$ cat src/rtl/pwd_pkg.sv
// constants, types and helpers of the planar write/read datapath
package pwd_pkg;
    // ===========================================
    // indexed register map behind the data port
    localparam logic [3:0] PWD_IDX_SET_RESET = 4'h0;
    localparam logic [3:0] PWD_IDX_SR_ENABLE = 4'h1;
    localparam logic [3:0] PWD_IDX_CMP_COLOR = 4'h2;
    localparam logic [3:0] PWD_IDX_ROTATE = 4'h3;
    localparam logic [3:0] PWD_IDX_PLANE_SEL = 4'h4;
    localparam logic [3:0] PWD_IDX_MODE = 4'h5;
    localparam logic [3:0] PWD_IDX_MISC = 4'h6;
    localparam logic [3:0] PWD_IDX_CARE = 4'h7;
    localparam logic [3:0] PWD_IDX_MASK = 4'h8;
    // ===========================================
    // field positions
    localparam int PWD_ROT_LSB = 0;
    localparam int PWD_FUNC_LSB = 3;
    localparam int PWD_WMODE_LSB = 0;
    localparam int PWD_RMODE_BIT = 3;
    localparam int PWD_ODDEVEN_BIT = 4;
    localparam int PWD_ALT_LOAD_BIT = 5;
    localparam int PWD_COLOR256_BIT = 6;
    localparam int PWD_GFX_BIT = 0;
    localparam int PWD_CHAIN_BIT = 1;
    localparam int PWD_MAP_LSB = 2;
    // ===========================================
    // reset values and the all-planes write enable
    localparam logic [7:0] PWD_RST_BYTE = 8'h00;
    localparam logic [3:0] PWD_RST_NIB = 4'h0;
    localparam logic [7:0] PWD_RST_MASK = 8'hFF;
    localparam logic [3:0] PWD_PLANES_ALL = 4'hF;
    // ===========================================
    // modes
    typedef enum logic [1:0] {
        PWD_WM0 = 2'b00,
        PWD_WM1 = 2'b01,
        PWD_WM2 = 2'b10,
        PWD_WM3 = 2'b11
    } pwd_wmode_t;
    typedef enum logic [1:0] {
        PWD_FN_MOVE = 2'b00,
        PWD_FN_AND = 2'b01,
        PWD_FN_OR = 2'b10,
        PWD_FN_XOR = 2'b11
    } pwd_func_t;
    // circular right rotate, bit 0 wraps into bit 7
    function automatic logic [7:0] pwd_rotr(input logic [7:0] d,
                                           input logic [2:0] n);
        logic [15:0] w;
        w = {d, d} >> n;
        return w[7:0];
    endfunction
endpackage

$ cat src/rtl/pwd_alu_if.sv
// carrier between register/read logic and the per-plane write unit
`timescale 1ns/1ps
interface pwd_alu_if;
    import pwd_pkg::*;
    logic [7:0] host_data;
    logic [31:0] latch;
    pwd_wmode_t write_mode;
    pwd_func_t func;
    logic [2:0] rot_cnt;
    logic [7:0] bit_mask;
    logic [3:0] sr_value;
    logic [3:0] sr_enable;
    logic [31:0] plane_data;
    modport ctrl (output host_data, latch, write_mode, func, rot_cnt,
                  bit_mask, sr_value, sr_enable, input plane_data);
    modport alu (input host_data, latch, write_mode, func, rot_cnt,
                 bit_mask, sr_value, sr_enable, output plane_data);
endinterface

$ cat src/rtl/pwd_plane_alu.sv
// per-plane write data path: source select, logic function, bit mask
`timescale 1ns/1ps
module pwd_plane_alu
    import pwd_pkg::*;
(
    pwd_alu_if.alu bus
);
    // ===========================================
    // shared terms
    wire [7:0] rotated;
    wire [7:0] eff_mask;
    assign rotated = pwd_rotr(bus.host_data, bus.rot_cnt);
    // mode 3 narrows the mask with the rotated host byte
    assign eff_mask = (bus.write_mode == PWD_WM3) ?
        (rotated & bus.bit_mask) : bus.bit_mask;

    // ===========================================
    // one lane per plane
    for (genvar p = 0; p < 4; p++) begin : g_plane
        wire [7:0] lat;
        wire [7:0] sr_byte;
        wire [7:0] src;
        wire [7:0] res;
        assign lat = bus.latch[p*8 +: 8];
        assign sr_byte = {8{bus.sr_value[p]}};
        // mode 3 always uses set/reset; 0 and 2 only where enabled
        assign src =
            (bus.write_mode == PWD_WM3) ? sr_byte :
            bus.sr_enable[p] ? sr_byte :
            (bus.write_mode == PWD_WM2) ?
                {8{bus.host_data[p]}} :
            rotated;
        assign res =
            (bus.func == PWD_FN_AND) ? (src & lat) :
            (bus.func == PWD_FN_OR) ? (src | lat) :
            (bus.func == PWD_FN_XOR) ? (src ^ lat) :
            src;
        // mode 1 writes the latch whole, function and mask ignored
        assign bus.plane_data[p*8 +: 8] =
            (bus.write_mode == PWD_WM1) ? lat :
            ((res & eff_mask) | (lat & ~eff_mask));
    end
endmodule // pwd_plane_alu

$ cat src/rtl/pwd_datapath.sv
// planar graphics data controller write/read datapath, top level
`timescale 1ns/1ps
module pwd_datapath
    import pwd_pkg::*;
(
    input wire logic MCLK,
    input wire logic RST_B,
    // register ports: index port and shared data port
    input wire logic IO_WR,
    input wire logic IO_RD,
    input wire logic IO_DATA_SEL,
    input wire logic [7:0] IO_WDATA,
    output logic [7:0] IO_RDATA,
    // registers kept outside this block
    input wire logic [3:0] SR_VALUE,
    input wire logic [3:0] SR_ENABLE,
    input wire logic [3:0] CMP_COLOR,
    // host display memory access
    input wire logic MEM_WR,
    input wire logic MEM_RD,
    input wire logic HOST_A0,
    input wire logic HOST_A_HIGH,
    input wire logic [7:0] HOST_WDATA,
    output logic [7:0] HOST_RDATA,
    output logic HOST_RVALID,
    // display memory planes
    input wire logic [31:0] PLANE_RDATA,
    output logic [31:0] PLANE_WDATA,
    output logic [3:0] PLANE_WE,
    output logic PLANE_A0,
    // mode outputs to neighbouring units
    output logic [1:0] MEMORY_MAP,
    output logic GRAPHICS_MODE,
    output logic CHAIN_EN,
    output logic ATTR_LOAD_256,
    output logic ATTR_LOAD_ALT
);
    // ===========================================
    // register state
    logic [3:0] index;
    logic [4:0] rotate_and_logic_select;
    logic [1:0] read_plane_choice;
    logic [7:0] read_write_mode_control;
    logic [3:0] memory_map_and_graphics_control;
    logic [3:0] compare_plane_participation;
    logic [7:0] write_bit_mask;
    logic [31:0] latch;

    // ===========================================
    // register port decode
    wire idx_wr;
    wire data_wr;
    assign idx_wr = IO_WR && !IO_DATA_SEL;
    assign data_wr = IO_WR && IO_DATA_SEL;

    wire wr_rotate;
    wire wr_plane;
    wire wr_mode;
    wire wr_misc;
    wire wr_care;
    wire wr_mask;
    assign wr_rotate = data_wr && (index == PWD_IDX_ROTATE);
    assign wr_plane = data_wr && (index == PWD_IDX_PLANE_SEL);
    assign wr_mode = data_wr && (index == PWD_IDX_MODE);
    assign wr_misc = data_wr && (index == PWD_IDX_MISC);
    assign wr_care = data_wr && (index == PWD_IDX_CARE);
    assign wr_mask = data_wr && (index == PWD_IDX_MASK);

    // writable bits only; reserved positions and the PWD_ALT_LOAD_BIT position stay zero
    wire [7:0] mode_wmask;
    assign mode_wmask = 8'h5B;

    // ===========================================
    // field views
    wire [1:0] func_sel;
    wire [2:0] rot_cnt;
    wire [1:0] wmode;
    wire read_cmp;
    wire odd_even_rd;
    assign func_sel = rotate_and_logic_select[PWD_FUNC_LSB +: 2];
    assign rot_cnt = rotate_and_logic_select[PWD_ROT_LSB +: 3];
    assign wmode = read_write_mode_control[PWD_WMODE_LSB +: 2];
    assign read_cmp = read_write_mode_control[PWD_RMODE_BIT];
    assign odd_even_rd = read_write_mode_control[PWD_ODDEVEN_BIT];

    // ===========================================
    // register read-back, unmapped indices read zero
    logic [7:0] data_port_q;
    always_comb begin
        unique case (index)
            PWD_IDX_SET_RESET: data_port_q = {4'h0, SR_VALUE};
            PWD_IDX_SR_ENABLE: data_port_q = {4'h0, SR_ENABLE};
            PWD_IDX_CMP_COLOR: data_port_q = {4'h0, CMP_COLOR};
            PWD_IDX_ROTATE: data_port_q = {3'h0, rotate_and_logic_select};
            PWD_IDX_PLANE_SEL: data_port_q = {6'h00, read_plane_choice};
            PWD_IDX_MODE: data_port_q = read_write_mode_control;
            PWD_IDX_MISC: data_port_q = {4'h0,
                memory_map_and_graphics_control};
            PWD_IDX_CARE: data_port_q = {4'h0, compare_plane_participation};
            PWD_IDX_MASK: data_port_q = write_bit_mask;
            default: data_port_q = PWD_RST_BYTE;
        endcase
    end

    wire [7:0] next_io_rdata;
    assign next_io_rdata = IO_DATA_SEL ? data_port_q : {4'h0, index};

    // ===========================================
    // index and indexed registers
    always_ff @(posedge MCLK or negedge RST_B) begin
        if (!RST_B) begin
            index <= PWD_RST_NIB;
        end else if (idx_wr) begin
            index <= IO_WDATA[3:0];
        end
    end

    always_ff @(posedge MCLK or negedge RST_B) begin
        if (!RST_B) begin
            rotate_and_logic_select <= PWD_RST_BYTE[4:0];
            read_plane_choice <= PWD_RST_BYTE[1:0];
            read_write_mode_control <= PWD_RST_BYTE;
        end else begin
            if (wr_rotate) begin
                rotate_and_logic_select <= IO_WDATA[4:0];
            end
            if (wr_plane) begin
                read_plane_choice <= IO_WDATA[1:0];
            end
            if (wr_mode) begin
                read_write_mode_control <= IO_WDATA & mode_wmask;
            end
        end
    end

    always_ff @(posedge MCLK or negedge RST_B) begin
        if (!RST_B) begin
            memory_map_and_graphics_control <= PWD_RST_NIB;
            compare_plane_participation <= PWD_RST_NIB;
            write_bit_mask <= PWD_RST_MASK;
        end else begin
            if (wr_misc) begin
                memory_map_and_graphics_control <= IO_WDATA[3:0];
            end
            if (wr_care) begin
                compare_plane_participation <= IO_WDATA[3:0];
            end
            if (wr_mask) begin
                write_bit_mask <= IO_WDATA;
            end
        end
    end

    always_ff @(posedge MCLK or negedge RST_B) begin
        if (!RST_B) begin
            IO_RDATA <= PWD_RST_BYTE;
        end else if (IO_RD) begin
            IO_RDATA <= next_io_rdata;
        end
    end

    // ===========================================
    // mode outputs
    wire chain;
    assign chain = memory_map_and_graphics_control[PWD_CHAIN_BIT];
    // the map field is only steered here; software keeps it zero
    // in linear configurations
    assign MEMORY_MAP =
        memory_map_and_graphics_control[PWD_MAP_LSB +: 2];
    assign GRAPHICS_MODE =
        memory_map_and_graphics_control[PWD_GFX_BIT];
    assign CHAIN_EN = chain;
    assign ATTR_LOAD_256 =
        read_write_mode_control[PWD_COLOR256_BIT];
    assign ATTR_LOAD_ALT = !read_write_mode_control[PWD_COLOR256_BIT] &&
        read_write_mode_control[PWD_ALT_LOAD_BIT];

    // ===========================================
    // address bit 0 toward memory and chained plane enables
    wire next_plane_a0;
    wire [3:0] next_plane_we;
    assign next_plane_a0 = chain ? HOST_A_HIGH : HOST_A0;
    // chained: even address hits even planes, odd address odd planes
    assign next_plane_we = !chain ? PWD_PLANES_ALL :
        (HOST_A0 ? 4'b1010 : 4'b0101);

    // ===========================================
    // read path
    wire [1:0] rd_plane;
    wire [7:0] plane_byte;
    wire [7:0] cmp_byte;
    // odd/even keeps the pair, address bit 0 picks the member
    assign rd_plane = odd_even_rd ?
        {read_plane_choice[1], HOST_A0} : read_plane_choice;
    assign plane_byte = PLANE_RDATA[rd_plane*8 +: 8];

    for (genvar i = 0; i < 8; i++) begin : g_pixel
        wire [3:0] colour;
        assign colour = {PLANE_RDATA[24 + i], PLANE_RDATA[16 + i],
                         PLANE_RDATA[8 + i], PLANE_RDATA[i]};
        // a plane with its care bit clear cannot cause a mismatch
        assign cmp_byte[i] = ~|((colour ^ CMP_COLOR) &
            compare_plane_participation);
    end

    wire [7:0] next_host_rdata;
    assign next_host_rdata = read_cmp ? cmp_byte : plane_byte;

    always_ff @(posedge MCLK or negedge RST_B) begin
        if (!RST_B) begin
            HOST_RDATA <= PWD_RST_BYTE;
            HOST_RVALID <= 1'b0;
        end else begin
            HOST_RVALID <= MEM_RD;
            if (MEM_RD) begin
                HOST_RDATA <= next_host_rdata;
            end
        end
    end

    always_ff @(posedge MCLK or negedge RST_B) begin
        if (!RST_B) begin
            latch <= {4{PWD_RST_BYTE}};
        end else if (MEM_RD) begin
            latch <= PLANE_RDATA;
        end
    end

    // ===========================================
    // write path through the plane unit
    pwd_alu_if alu_bus();
    assign alu_bus.host_data = HOST_WDATA;
    assign alu_bus.latch = latch;
    assign alu_bus.write_mode = pwd_wmode_t'(wmode);
    assign alu_bus.func = pwd_func_t'(func_sel);
    assign alu_bus.rot_cnt = rot_cnt;
    assign alu_bus.bit_mask = write_bit_mask;
    assign alu_bus.sr_value = SR_VALUE;
    assign alu_bus.sr_enable = SR_ENABLE;

    pwd_plane_alu u_alu (
        .bus(alu_bus.alu)
    );

    // write results are registered at the memory port: data held until the next write, enables for one cycle
    always_ff @(posedge MCLK or negedge RST_B) begin
        if (!RST_B) begin
            PLANE_WDATA <= {4{PWD_RST_BYTE}};
            PLANE_WE <= PWD_RST_NIB;
        end else begin
            PLANE_WE <= MEM_WR ? next_plane_we : PWD_RST_NIB;
            if (MEM_WR) begin
                PLANE_WDATA <= alu_bus.plane_data;
            end
        end
    end

    always_ff @(posedge MCLK or negedge RST_B) begin
        if (!RST_B) begin
            PLANE_A0 <= 1'b0;
        end else if (MEM_WR || MEM_RD) begin
            PLANE_A0 <= next_plane_a0;
        end
    end
endmodule // pwd_datapath

$ cat config.mk
export PLATFORM = sky130hd
export DESIGN_NAME = pwd_datapath
export DESIGN_NICKNAME = d
export VERILOG_FILES = /design/src/rtl/pwd_pkg.sv /design/src/rtl/pwd_alu_if.sv /design/src/rtl/pwd_plane_alu.sv /design/src/rtl/pwd_datapath.sv
export SDC_FILE = /design/constraint.sdc
export NUM_CORES = 1
export LEC_CHECK = 0
export BUFFER_PORTS_ARGS = -buffer_cell sky130_fd_sc_hd__buf_2
export CELL_PAD_IN_SITES_DETAIL_PLACEMENT = 0
export CELL_PAD_IN_SITES_GLOBAL_PLACEMENT = 1
export CORE_MARGIN = 1
export CORE_UTILIZATION = 45
export CTS_CLUSTER_SIZE = 10
export DETAILED_ROUTE_END_ITERATION = 10
export PLACE_DENSITY = 0.92
export SETUP_SLACK_MARGIN = 0.15
export SYNTH_ARGS = -nofsm -noshare
export SYNTH_HDL_FRONTEND = slang
export SYNTH_HIERARCHICAL = 1
export SYNTH_SLANG_ARGS = --single-unit
$ cat constraint.sdc
create_clock -name MCLK -period 3.3 [get_ports MCLK]
set_input_delay 0.33 -clock MCLK [delete_from_list [all_inputs] [get_ports MCLK]]
set_output_delay 0.33 -clock MCLK [all_outputs]
set_load 0.02 [all_outputs]
Yosys cells after proc, flatten, opt, wreduce, memory -nomap -nowiden
Index checks and enable logic that the tools add are counted.
{"block": "op_classes", "n_eq_ne": 14, "n_shift": 2, "bitwise": 42, "muxes": 37, "reduce_logical": 27}
{"operator": "two-way mux 8 bit", "n": 31}
{"operator": "bitwise AND 8 bit", "n": 13}
{"operator": "one-hot mux 8 bit (9 select lines)", "n": 1}
{"operator": "bitwise OR 8 bit", "n": 8}
{"operator": "bitwise AND 4 bit", "n": 8}
{"operator": "OR reduction 4 bit", "n": 8}
{"operator": "variable part select 32 x 6 -> 8 bit", "n": 1}
{"operator": "bitwise XOR 4 bit", "n": 8}
{"operator": "bitwise XOR 8 bit", "n": 4}
{"operator": "== test 4 x 3 -> 1 bit, second input constant", "n": 4}
{"operator": "right shift 16 x 3 -> 8 bit", "n": 1}
{"operator": "two-way mux 4 bit", "n": 3}
{"operator": "zero test 1 bit", "n": 9}
{"operator": "== test 2 bit, second input constant", "n": 4}
{"operator": "== test 4 x 2 -> 1 bit, second input constant", "n": 2}
{"operator": "logical AND 1 bit", "n": 8}
{"operator": "inverter 8 bit", "n": 1}
{"operator": "== test 2 x 1 -> 1 bit, second input constant", "n": 2}
{"operator": "== test 4 x 1 -> 1 bit, second input constant", "n": 1}
{"operator": "== test 4 bit, second input constant", "n": 1}
{"operator": "zero test 4 bit", "n": 1}
{"operator": "two-way mux 1 bit", "n": 2}
{"operator": "logical OR 1 bit", "n": 1}
{"block": "totals", "wordCells": 136, "reg_bits": 118, "input_bits": 69, "output_inout_bits": 60}

Longest topological paths before layout
Gate-level depths: netlist of run 1.
{"block": "logic_depth", "word_depth": 11, "depth_mapped": 12, "depth_no_buf": 11}

By module
Netlist of run 1, hierarchy kept.
{"module": "pwd_datapath", "area_per_inst_um2": 5509.0, "instances": 1, "cells_each": 430}
{"module": "pwd_plane_alu", "area_per_inst_um2": 3771.1, "instances": 1, "cells_each": 565}

Worst setup path after synthesis of run 1
OpenSTA, ideal clock, no wires.
{"block": "synth_path", "path_type": "reg-to-reg", "start": "reg rotate_and_logic_select[1]", "end": "reg PLANE_WDATA[0]", "setup_ps": 125, "period_less_slack_ps": 2925, "path_stages_with_launch": 10, "slack_ps": 375, "path_buffers": 1, "arrival_time_ps": 2801, "path_cell_list": "dfrtp_1 -> buf_6 -> mux4_2 -> mux2_2 -> o21ai_0 -> ha_1 -> o21ai_0 -> or4b_1 -> a31o_1 -> mux2_2"}
{"block": "synth_between", "elab_chain_len": 11}
{"element": "start: declaration", "line": "pwd_datapath.sv:41", "source": "logic [4:0] rotate_and_logic_select;"}
{"element": "start signal: assignment", "line": "pwd_datapath.sv:120", "source": "rotate_and_logic_select <= PWD_RST_BYTE[4:0];"}
{"element": "start signal: assignment", "line": "pwd_datapath.sv:125", "source": "rotate_and_logic_select <= IO_WDATA[4:0];"}
{"element": "right shift 16 x 3 -> 8 bit (*)", "line": "pwd_pkg.sv:50", "source": "w = {d, d} >> n;"}
{"element": "two-way mux 8 bit", "line": "pwd_plane_alu.sv:30", "source": "(bus.write_mode == PWD_WM2) ?"}
{"element": "two-way mux 8 bit", "line": "pwd_plane_alu.sv:29", "source": "bus.sr_enable[p] ? sr_byte :"}
{"element": "two-way mux 8 bit", "line": "pwd_plane_alu.sv:28", "source": "(bus.write_mode == PWD_WM3) ? sr_byte :"}
{"element": "bitwise XOR 8 bit", "line": "pwd_plane_alu.sv:36", "source": "(bus.func == PWD_FN_XOR) ? (src ^ lat) :"}
{"element": "two-way mux 8 bit", "line": "pwd_plane_alu.sv:36"}
{"element": "two-way mux 8 bit", "line": "pwd_plane_alu.sv:35", "source": "(bus.func == PWD_FN_OR) ? (src | lat) :"}
{"element": "two-way mux 8 bit", "line": "pwd_plane_alu.sv:34", "source": "(bus.func == PWD_FN_AND) ? (src & lat) :"}
{"element": "bitwise AND 8 bit", "line": "pwd_plane_alu.sv:41", "source": "((res & eff_mask) | (lat & ~eff_mask));"}
{"element": "bitwise OR 8 bit (*)", "line": "pwd_plane_alu.sv:41"}
{"element": "two-way mux 8 bit (*)", "line": "pwd_plane_alu.sv:40", "source": "(bus.write_mode == PWD_WM1) ? lat :"}
{"element": "via alu_bus.plane_data[0]", "line": "pwd_alu_if.sv:13", "source": "logic [31:0] plane_data;"}
{"element": "end signal: assignment", "line": "pwd_datapath.sv:248", "source": "PLANE_WDATA <= {4{PWD_RST_BYTE}};"}
{"element": "end signal: assignment", "line": "pwd_datapath.sv:253", "source": "PLANE_WDATA <= alu_bus.plane_data;"}
{"element": "end: declaration", "line": "pwd_datapath.sv:28", "source": "output logic [31:0] PLANE_WDATA,"}
Mark *: on every way through the listed nets, which the timed path passes. The rest lies on a longest branch.
A chain may end at the register's enable or synchronous reset.

Final worst setup path of run 1
{"block": "layout_path", "start": "reg read_write_mode_control[1]", "end": "reg PLANE_WDATA[4]"}
{"block": "layout_between", "elab_chain_len": 11}
{"element": "start: declaration", "line": "pwd_datapath.sv:43", "source": "logic [7:0] read_write_mode_control;"}
{"element": "start signal: assignment", "line": "pwd_datapath.sv:131", "source": "read_write_mode_control <= IO_WDATA & mode_wmask;"}
{"element": "== test 2 bit", "line": "pwd_plane_alu.sv:30"}
{"element": "two-way mux 8 bit", "line": "pwd_plane_alu.sv:30"}
{"element": "two-way mux 8 bit", "line": "pwd_plane_alu.sv:29"}
{"element": "two-way mux 8 bit", "line": "pwd_plane_alu.sv:28"}
{"element": "bitwise XOR 8 bit", "line": "pwd_plane_alu.sv:36"}
{"element": "two-way mux 8 bit", "line": "pwd_plane_alu.sv:36"}
{"element": "two-way mux 8 bit", "line": "pwd_plane_alu.sv:35"}
{"element": "two-way mux 8 bit", "line": "pwd_plane_alu.sv:34"}
{"element": "bitwise AND 8 bit", "line": "pwd_plane_alu.sv:41"}
{"element": "bitwise OR 8 bit", "line": "pwd_plane_alu.sv:41"}
{"element": "two-way mux 8 bit (*)", "line": "pwd_plane_alu.sv:40"}
{"element": "via alu_bus.plane_data[4]", "line": "pwd_alu_if.sv:13"}
Marks and branches as above.

==> results.md, run 1 <==
Routing:
- In this run, the number of DRC markers left after iteration 0 of detailed routing was 737.
- The wire length per cell is 21.80 um.
- The remaining antenna violation count after routing is 0.
- The overall routed net length is 30.30 mm.
- The via count normalized by instance count is 6.192.
- After detailed routing, the number of remaining DRC violations is 0.
- The first-pass iteration count of the detailed router is 6.
- The routed layout has 8,607 vias.

Clock tree:
- TritonCTS built the clock tree.
- The TritonCTS buffer count is 17.
- The clock network latency to the later pin of the worst-skew pair is roughly 0.42 ns.
- In this run the deepest clock path goes through 2 buffers.
- The clock transition at the register clock pins on the worst setup and hold paths after CTS is 0.06 ns.
- The number of levels the H-tree was split into is 4.
- The root buffer cell chosen for the clock tree is clkbuf_16.
- The clock drives 116 sinks.

Timing:
- The number of slew-limit violations in the final report is 0.
- Setup violations remaining at the end of the flow were counted as 0.
- For the pin with the worst max-slew slack, the measured transition is ~1.2 ns.
- The post-route fraction of the period consumed by the critical path is 0.9225.
- The post-layout worst setup margin is 0.2558 ns.
- Setup repair after global routing could not meet its margin everywhere.
- The worst pin sits at a relative slew slack of 0.1689.
- The final count of hold timing violations is 0.
- The worst path needs 3.044 ns of the cycle, external delays included.
- The highest clock frequency the design can meet is about 0.33 GHz.
- The total negative slack for setup checks is 0 ns.
- The setup skew after layout is 0.006581 ns.

Yosys:
- dfrtp_1 takes more of the synthesized area than any other cell.
- Counting flops with an async set or reset pin after synthesis yields a share of 1.000.
- Synthesis produced 995 cells.
- The number of enable-type register cells in the synthesized netlist is 0.
- Counting instances in the post-synthesis netlist gives the leading cell types as dfrtp_1, mux2_2, nand2_1.
- The sequential element share of the synthesized area is 0.3139.
- Counting flops and latches in the post-synthesis netlist gives 116.
- Sorting the synthesized cells by area gives the leading types as dfrtp_1, mux2_2, ha_1.
- The predominant post-synthesis flop cell is dfrtp_1.
- The most instantiated library cell after synthesis is dfrtp_1.
- The number of different library cells used by synthesis comes to between 50 and 60.
- Synthesis produced a netlist with a net count of 1,128.
- The per-instance average area after synthesis is around 9.3 um2.
- Of the post-synthesis cell area, the dominant cell type holds 0.2912.
- Summing every instance area after synthesis gives 9280 um2.
- The synthesis warning total is 6.

Placed design:
- OpenSTA, run right after detailed placement, puts the worst setup slack at 0.0003131 ns.
- The count of buffers added on input and output ports is 127.
- The placed wire-length estimate is 21.62 mm.
- The global placement routability congestion is 0.9107.
- The area after detailed placement is 10,220 um2.

GRT:
- The global route total overflow is 0.
- Across every metal layer, demand over resource in global routing totals 0.2938.
- The number of antenna violations at the first check in global routing came to 1.
- The number of global-route vias before repair is 8,248.
- The wire length of the first global-routing pass is 47.85 mm.
- Entering global routing, the biggest net connects 47 pins.

Power and ir drop:
- The cell area power density is 834.0 nW/um2.
- Across the VDD grid, the largest voltage drop is 0.4250 mV.
- The static leakage is 4.898 nW.
- Overall power consumption after layout is estimated at 8.999 mW.

Worst setup path:
- Together, buffers and inverters on the worst path number 1.
- The worst setup path is of the reg2reg kind.
- STA puts the critical path data required time at between 3 and 4 ns.
- The signal arrival time at the worst endpoint is 3.35 ns.
- The type of element launching the critical path is a flip-flop.
- The category of cells accounting for the largest share of critical-path delay is compound AO/OA/AOI/OAI gates.
- Walking the worst path, the cells encountered are buf_4 > nand2_1 > o221a_2 > o21ai_1 > ha_1 > o21ai_0 > or4b_1 > a31o_1 > mux2_2.
- STA classifies the critical path endpoint as a flip-flop.
- On the worst path, the slowest cell contributes a delay of 0.48 ns.
- The cell with the largest stage delay on the worst path is dfrtp_2.
- The maximum fanout along the worst path is 16.

Finish:
- At the end of the flow the core is filled with cells to 0.5333.
- The number of fill cells is 1,874.
- After routing the design area is 10,790 um2.
- Of the cells placed in the final design, the portion with a size suffix greater than 1 is 0.3021.
- The area growth from synthesis to layout is 16.27%.
- The final net count is around 1,200.

Floorplan:
- The count of standard-cell rows is 52.
- The die is 145.6 um tall.
- In this run the standard cell core region covers 20,230 um2.
- The number of primary I/O pins is 129.
- The initial utilization of the core area, before any placement, comes to 0.4586.
- Measured along the x axis, the die boundary spans 145.6 um.
- The die covers 21,200 um2.

Run status:
- The flow ran to the end, and the final reports show no timing, DRC or antenna violations.

Job:
- The tool flagged a number of max-cap violations equal to 0.

Worst hold path:
- The worst hold path belongs to the class in2reg.
[registers in the layout, summed over array words and instances (netlist names), 2 cells and up]
register                         count
read_write_mode_control              5
compare_plane_participation          4
PLANE_WE                             2
PLANE_WDATA                         32
IO_RDATA                             8
alu_bus.latch                       32
HOST_RDATA                           8
memory_map_and_graphics_control      4
index                                4
alu_bus.bit_mask                     8
read_plane_choice                    2
rotate_and_logic_select              5
[kinds of logic (layout without fill, tap and decap cells)]
kind of cell | after synthesis | count (layout) | synth area share
buffers and inverters | 141 | 265 | 0.06350
flip-flops | 116 | 116 | 0.3139
XOR/XNOR | 32 | 32 | 0.03020
AND/OR/NAND/NOR | 279 | 279 | 0.1519
adder cells (fa/ha/maj) | 64 | 64 | 0.08629
multiplexers | 139 | 139 | 0.1870
other | 1 | 2 | 0.0004041
AO/OA/AOI/OAI | 223 | 223 | 0.1668
[routing by layer]
metal / part of all wire / track usage / vias up
li1: - / - / 3864
met3: 0.11 / 0.06332 / 93
met5: 0 / 0 / -
met2: 0.44 / 0.4464 / 537
met1: 0.40 / 0.3945 / 4113
met4: 0.052 / 0.1511 / 0
[timing repair]
| action | in CTS | in global routing |
|---|---|---|
| hold buffers | 1 | 0 |
| setup endpoints to repair | 10 | 16 |
| endpoints found under the hold margin | 36 | 0 |
| pin swaps | 0 | 0 |
| resized for setup | 1 | 17 |
| buffers inserted | 1 | 0 |
[where the power goes]
part / internal [mW] / switching [mW] / leakage (nW)
Sequential: 1.90 / 0.602 / 1.38
Clock: 0.982 / 0.731 / 0.259
Combinational: 2.02 / 2.77 / 3.26
[final cells by class]
cell class / count / area (um2) / area share
multi-input combinational: 738 / 5801 / 0.5376
sequential: 116 / 2919 / 0.2705
timing repair buffer: 157 / 903.4 / 0.08372
clock buffer: 18 / 439.2 / 0.04070
tap: 270 / 337.8 / 0.03131
inverter: 76 / 285.3 / 0.02644
clock inverter: 14 / 102.6 / 0.009508
antenna: 1 / 2.502 / 0.0002319
[final timing paths]
check | startpoint | end | slack, ns | cells after the start
hold reg to reg | PLANE_A0$_DFFE_PN0P_ | PLANE_A0$_DFFE_PN0P_ | 0.48 | 2
setup reg to reg | read_write_mode_control[1]$_DFFE_PN0P_ | PLANE_WDATA[4]$_DFFE_PN0P_ | 0.26 | 9
setup / recovery | read_write_mode_control[1]$_DFFE_PN0P_ | PLANE_WDATA[4]$_DFFE_PN0P_ | 0.26 | 9
max in group asynchronous | RST_B | memory_map_and_graphics_control[3]$_DFFE_PN0P_ | 2.01 | 3
min in group asynchronous | RST_B | HOST_RDATA[1]$_DFFE_PN0P_ | 0.49 | 2
hold / removal | HOST_A0 | PLANE_WE[2]$_DFF_PN0_ | 0.14 | 2
[stage by stage]
| step | instances | hold slack, ns |
|---|---|---|
| final | 1390 | 0.1408 |
| after global routing | 1390 | 0.1394 |
| after CTS | 1389 | 0.1282 |
| after detailed placement | 1355 | 0.3771 |
| after global placement | 1355 | 0.3751 |
| after floorplan | 995 | 0.03441 |
[worst register-to-register path, cell delays in order, from the launching register on]
cell	delay, ns
dfrtp_2	0.48
buf_4	0.23
nand2_1	0.24
o221a_2	0.42
o21ai_1	0.15
ha_1	0.31
o21ai_0	0.14
or4b_1	0.45
a31o_1	0.25
mux2_2	0.26
[cells in the final DEF, fill, tap and decap left out, drive strengths merged, types with 6 or more instances in the layout]
cell type / netlist / layout
ha: 64 / 64
a31o: 10 / 10
mux2: 102 / 102
nand4: 9 / 9
nand2b: 8 / 8
clkinv: 0 / 6
o21ai: 60 / 60
nor2b: 36 / 36
dfrtp: 108 / 108
buf: 29 / 156
or2: 6 / 6
xor2: 32 / 32
and3: 10 / 10
clkbuf: 36 / 18
a211oi: 22 / 22
or4b: 10 / 10
nand3: 21 / 21
o22ai: 51 / 51
a221oi: 10 / 10
inv: 76 / 80
nor2: 49 / 49
a221o: 21 / 21
dfstp: 8 / 8
mux2i: 20 / 20
nand2: 91 / 91
mux4: 17 / 17
a222oi: 8 / 8
nor3: 26 / 26
a21oi: 14 / 14
Power figures use the tool's default switching activity.
==> run 2: changes to the inputs <==
--- a/config.mk
+++ b/config.mk
@@ -6,13 +6,13 @@
 export NUM_CORES = 1
 export LEC_CHECK = 0
 export BUFFER_PORTS_ARGS = -buffer_cell sky130_fd_sc_hd__buf_2
-export CELL_PAD_IN_SITES_DETAIL_PLACEMENT = 0
-export CELL_PAD_IN_SITES_GLOBAL_PLACEMENT = 1
-export CORE_MARGIN = 1
-export CORE_UTILIZATION = 45
+export CELL_PAD_IN_SITES_DETAIL_PLACEMENT = 1
+export CELL_PAD_IN_SITES_GLOBAL_PLACEMENT = 2
+export CORE_MARGIN = 1.5
+export CORE_UTILIZATION = 37
 export CTS_CLUSTER_SIZE = 10
 export DETAILED_ROUTE_END_ITERATION = 10
-export PLACE_DENSITY = 0.92
+export PLACE_DENSITY = 0.93
 export SETUP_SLACK_MARGIN = 0.15
 export SYNTH_ARGS = -nofsm -noshare
 export SYNTH_HDL_FRONTEND = slang
==> constraint.sdc (replaced) <==
create_clock -name MCLK -period 3.3 [get_ports MCLK]
set_input_delay 0.495 -clock MCLK [delete_from_list [all_inputs] [get_ports MCLK]]
set_output_delay 0.495 -clock MCLK [all_outputs]
set_load 0.02 [all_outputs]
==> run 2 against run 1 <==
Final area increased by 1.9%. Global-route usage decreased by 2.2 points. Total power increased by 5.4%. Sequential share of layout area down 0.52 points. Die area rose by 23%. Clock power increased by 14%. Critical endpoint is now PLANE_WDATA[6]$_DFFE_PN0P_.
==> results.md, run 2 (synthesis gave the netlist of run 1 again) <==
Floorplan:
- During I/O placement, the number of pins put on the boundary was 129.
- The vertical die dimension is 161.4 um.
- The floorplan step defined a die boundary enclosing about 26,000 um2.
- The count of standard-cell rows is 57.
- From left edge to right edge, the die measures 161.4 um.
- The total core area is 24,460 um2.
- The initial core utilization is 0.3794.

Placed design:
- At the placement stage, the worst setup path has a slack of -0.01292 ns.
- After legalization and detailed placement, the total HPWL measured roughly 25 mm.
- The global placement routability congestion is 0.9292.
- The number of port buffers is 127.
- In this run, placement finished with an instance count of 1,419.

Finish:
- Across the whole layout, storage elements account for 2917 um2.
- Fill cells in the final layout number 2,871.
- The most frequent standard cell in the layout excluding fill and tap cells is buf_2.
- The final net count is 1,251.
- In the final layout, the registers with the most flip-flops are PLANE_WDATA (32), alu_bus.latch (32).
- The number of non-filler instances in the completed layout is about 1,500.
- In the layout the commonest cells are buf_2, dfrtp_1, mux2_2.
- Of the cells placed in the final design, the portion with a size suffix greater than 1 is 0.3086.
- The area growth from synthesis to layout is 18.46%.
- The area of the multi-input gates is between 5000 and 6000 um2.

Worst setup path:
- The type of element launching the critical path is a flip-flop.
- Along the worst path, the maximum fanout reaches 6.
- The number of cells traversed by the worst register-to-register path is 9.
- The required time reported for the critical path endpoint is 3.61 ns.
- The kind of critical path is reg2reg.
- The signal arrival time at the worst endpoint is 3.41 ns.
- The kind of end point of the critical path is a flip-flop.

Timing:
- At the pin with the least slew margin, the transition time is ~1.2 ns.
- Timing would allow up to roughly 0.32 GHz.
- The relative slew slack is 0.2123.
- Of the available clock period, the critical path in the final layout requires 0.9389.
- Counting I/O delays and the setup requirement, the final critical path takes just over 3 ns.
- Between clock sinks in the finished design, the worst skew comes to about 0.011 ns.
- The final count of hold timing violations is 0.
- The smallest hold slack is 0.01089 ns.
- The post-layout worst setup margin is between 0.2 and 0.25 ns.
- The number of slew-limit violations in the final report came to 0.
- Setup repair after global routing could not meet its margin everywhere.
- The number of setup violations in the final report is 0.

Routing:
- After detailed routing, the average wire length per cell comes to 24.11 um.
- In this run the remaining antenna-violating nets after routing total 0.
- The number of DRC violations after detailed-routing iteration 0 is 812.
- The number of vias after detailed routing is just under 9,000.
- The first-pass iteration count of the detailed router is 5.
- Using the TritonRoute via totals, the vias-per-cell ratio works out to 6.088.
- The DRC violations left is 0.
- The overall routed net length is between 30 and 40 mm.

GRT:
- The global route total overflow is 0.
- The number of antenna violations at the first check in global routing is 5.
- Across every metal layer, demand over resource in global routing totals 0.2715.
- The maximum number of pins on one net before global-route repair is between 80 and 90.
- The number of global-route vias before repair is 9,212.
- The first global-routing pass estimated 53.52 mm of wire.

Clock tree:
- TritonCTS created 17 clock buffers.
- For the worst-skew pair, the clock arrives at the later sink with an insertion delay of roughly 0.43 ns.
- No sink is reached through more buffers than the 2 on the longest clock path.
- The clock transition at the register clock pins on the worst setup and hold paths after CTS is 0.07 ns.
- Clock tree synthesis selected as its root buffer the cell clkbuf_16.
- The count of hold-fix buffers inserted at cts is 0.
- TritonCTS built the clock tree.
- The clock sink total is roughly 120.
- The number of levels the H-tree was split into is 4.

Job:
- The total of max-cap violations is 0.

Power and ir drop:
- The maximum ir drop on the vdd rail is 0.3434 mV.
- Overall power consumption after layout is estimated at 9.481 mW.
- The analysis attributes to cell leakage a power of 4.991 nW.
- Dividing total power by cell area gives a power density of 862.5 nW/um2.

Worst hold path:
- The worst hold-check path type is in2async.

Run status:
- The flow ran to the end, and the final reports show no timing, DRC or antenna violations.
## run 2: changes by cell type in the layout (fill, tap and decap cells not counted), sizes merged
cell,before,now
diode,1,3
dlygate4sd3,1,0
clkinv,6,4
bufinv,0,2
clkinvlp,4,3
clkbuf,18,17
buf,156,169
inv,80,82
## run 2: path summary, 6_finish.rpt
check	from	slack, ns	end
worst max-delay path	rotate_and_logic_select[1]$_DFFE_PN0P_	0.20	PLANE_WDATA[6]$_DFFE_PN0P_
worst min-delay path	RST_B	0.01	PLANE_WDATA[5]$_DFFE_PN0P_
worst max register to register	rotate_and_logic_select[1]$_DFFE_PN0P_	0.20	PLANE_WDATA[6]$_DFFE_PN0P_
worst min register to register	PLANE_WDATA[9]$_DFFE_PN0P_	0.50	PLANE_WDATA[9]$_DFFE_PN0P_
max in group asynchronous	RST_B	2.45	rotate_and_logic_select[3]$_DFFE_PN0P_
min in group MCLK	IO_WDATA[5]	0.30	alu_bus.bit_mask[5]$_DFFE_PN1P_
## run 2: area by class of cell
type                            instances  area share
Clock buffer                           17     0.03870
Sequential cell                       116      0.2653
Tap cell                              324     0.03688
Multi-Input combinational cell        738      0.5290
Antenna cell                            3   0.0006829
Timing Repair Buffer                  169     0.08787
Clock inverter                         15     0.01559
Inverter                               76     0.02595
## run 2: stage by stage
| step | area (um2) | setup TNS [ns] | utilization |
|---|---|---|---|
| 2_1_floorplan | 9280 | 0 | - |
| 3_3_place_gp | 10330 | 0 | 0.4224 |
| 3_5_place_dp | 10330 | -0.01292 | 0.4224 |
| 4_1_cts | 10940 | 0 | 0.4472 |
| 5_1_grt | 10990 | 0 | 0.4492 |
| 6_report | 10990 | 0 | 0.4494 |
## run 2: what timing repair did
action                     in CTS  in global routing
setup buffers                   1                  3
pin swaps                       0                  0
gates resized for setup         3                 21
setup endpoints to repair      13                 21
## run 2: per-layer routing
metal,part of all wire,vias up,track usage
li1,-,3890,-
met2,0.48,410,0.4485
met3,0.066,97,0.05265
met1,0.41,4476,0.3389
met4,0.045,4,0.1338
met5,0.00060,-,0
## run 2: worst max-delay path, cell delays in order, from the launching register on
cell	delay [ns]
dfrtp_2	0.47
buf_4	0.18
mux4_2	0.52
mux2_4	0.32
o21ai_2	0.17
ha_1	0.26
o21ai_0	0.14
or4b_1	0.45
a31o_1	0.21
mux2_2	0.26
## run 2: report_power, final
part / internal (mW) / switching, mW / leakage, nW
clock: 1.13 / 0.814 / 0.285
combinational: 2.08 / 2.96 / 3.33
sequential: 1.89 / 0.603 / 1.38
total: 5.10 / 4.38 / 4.99
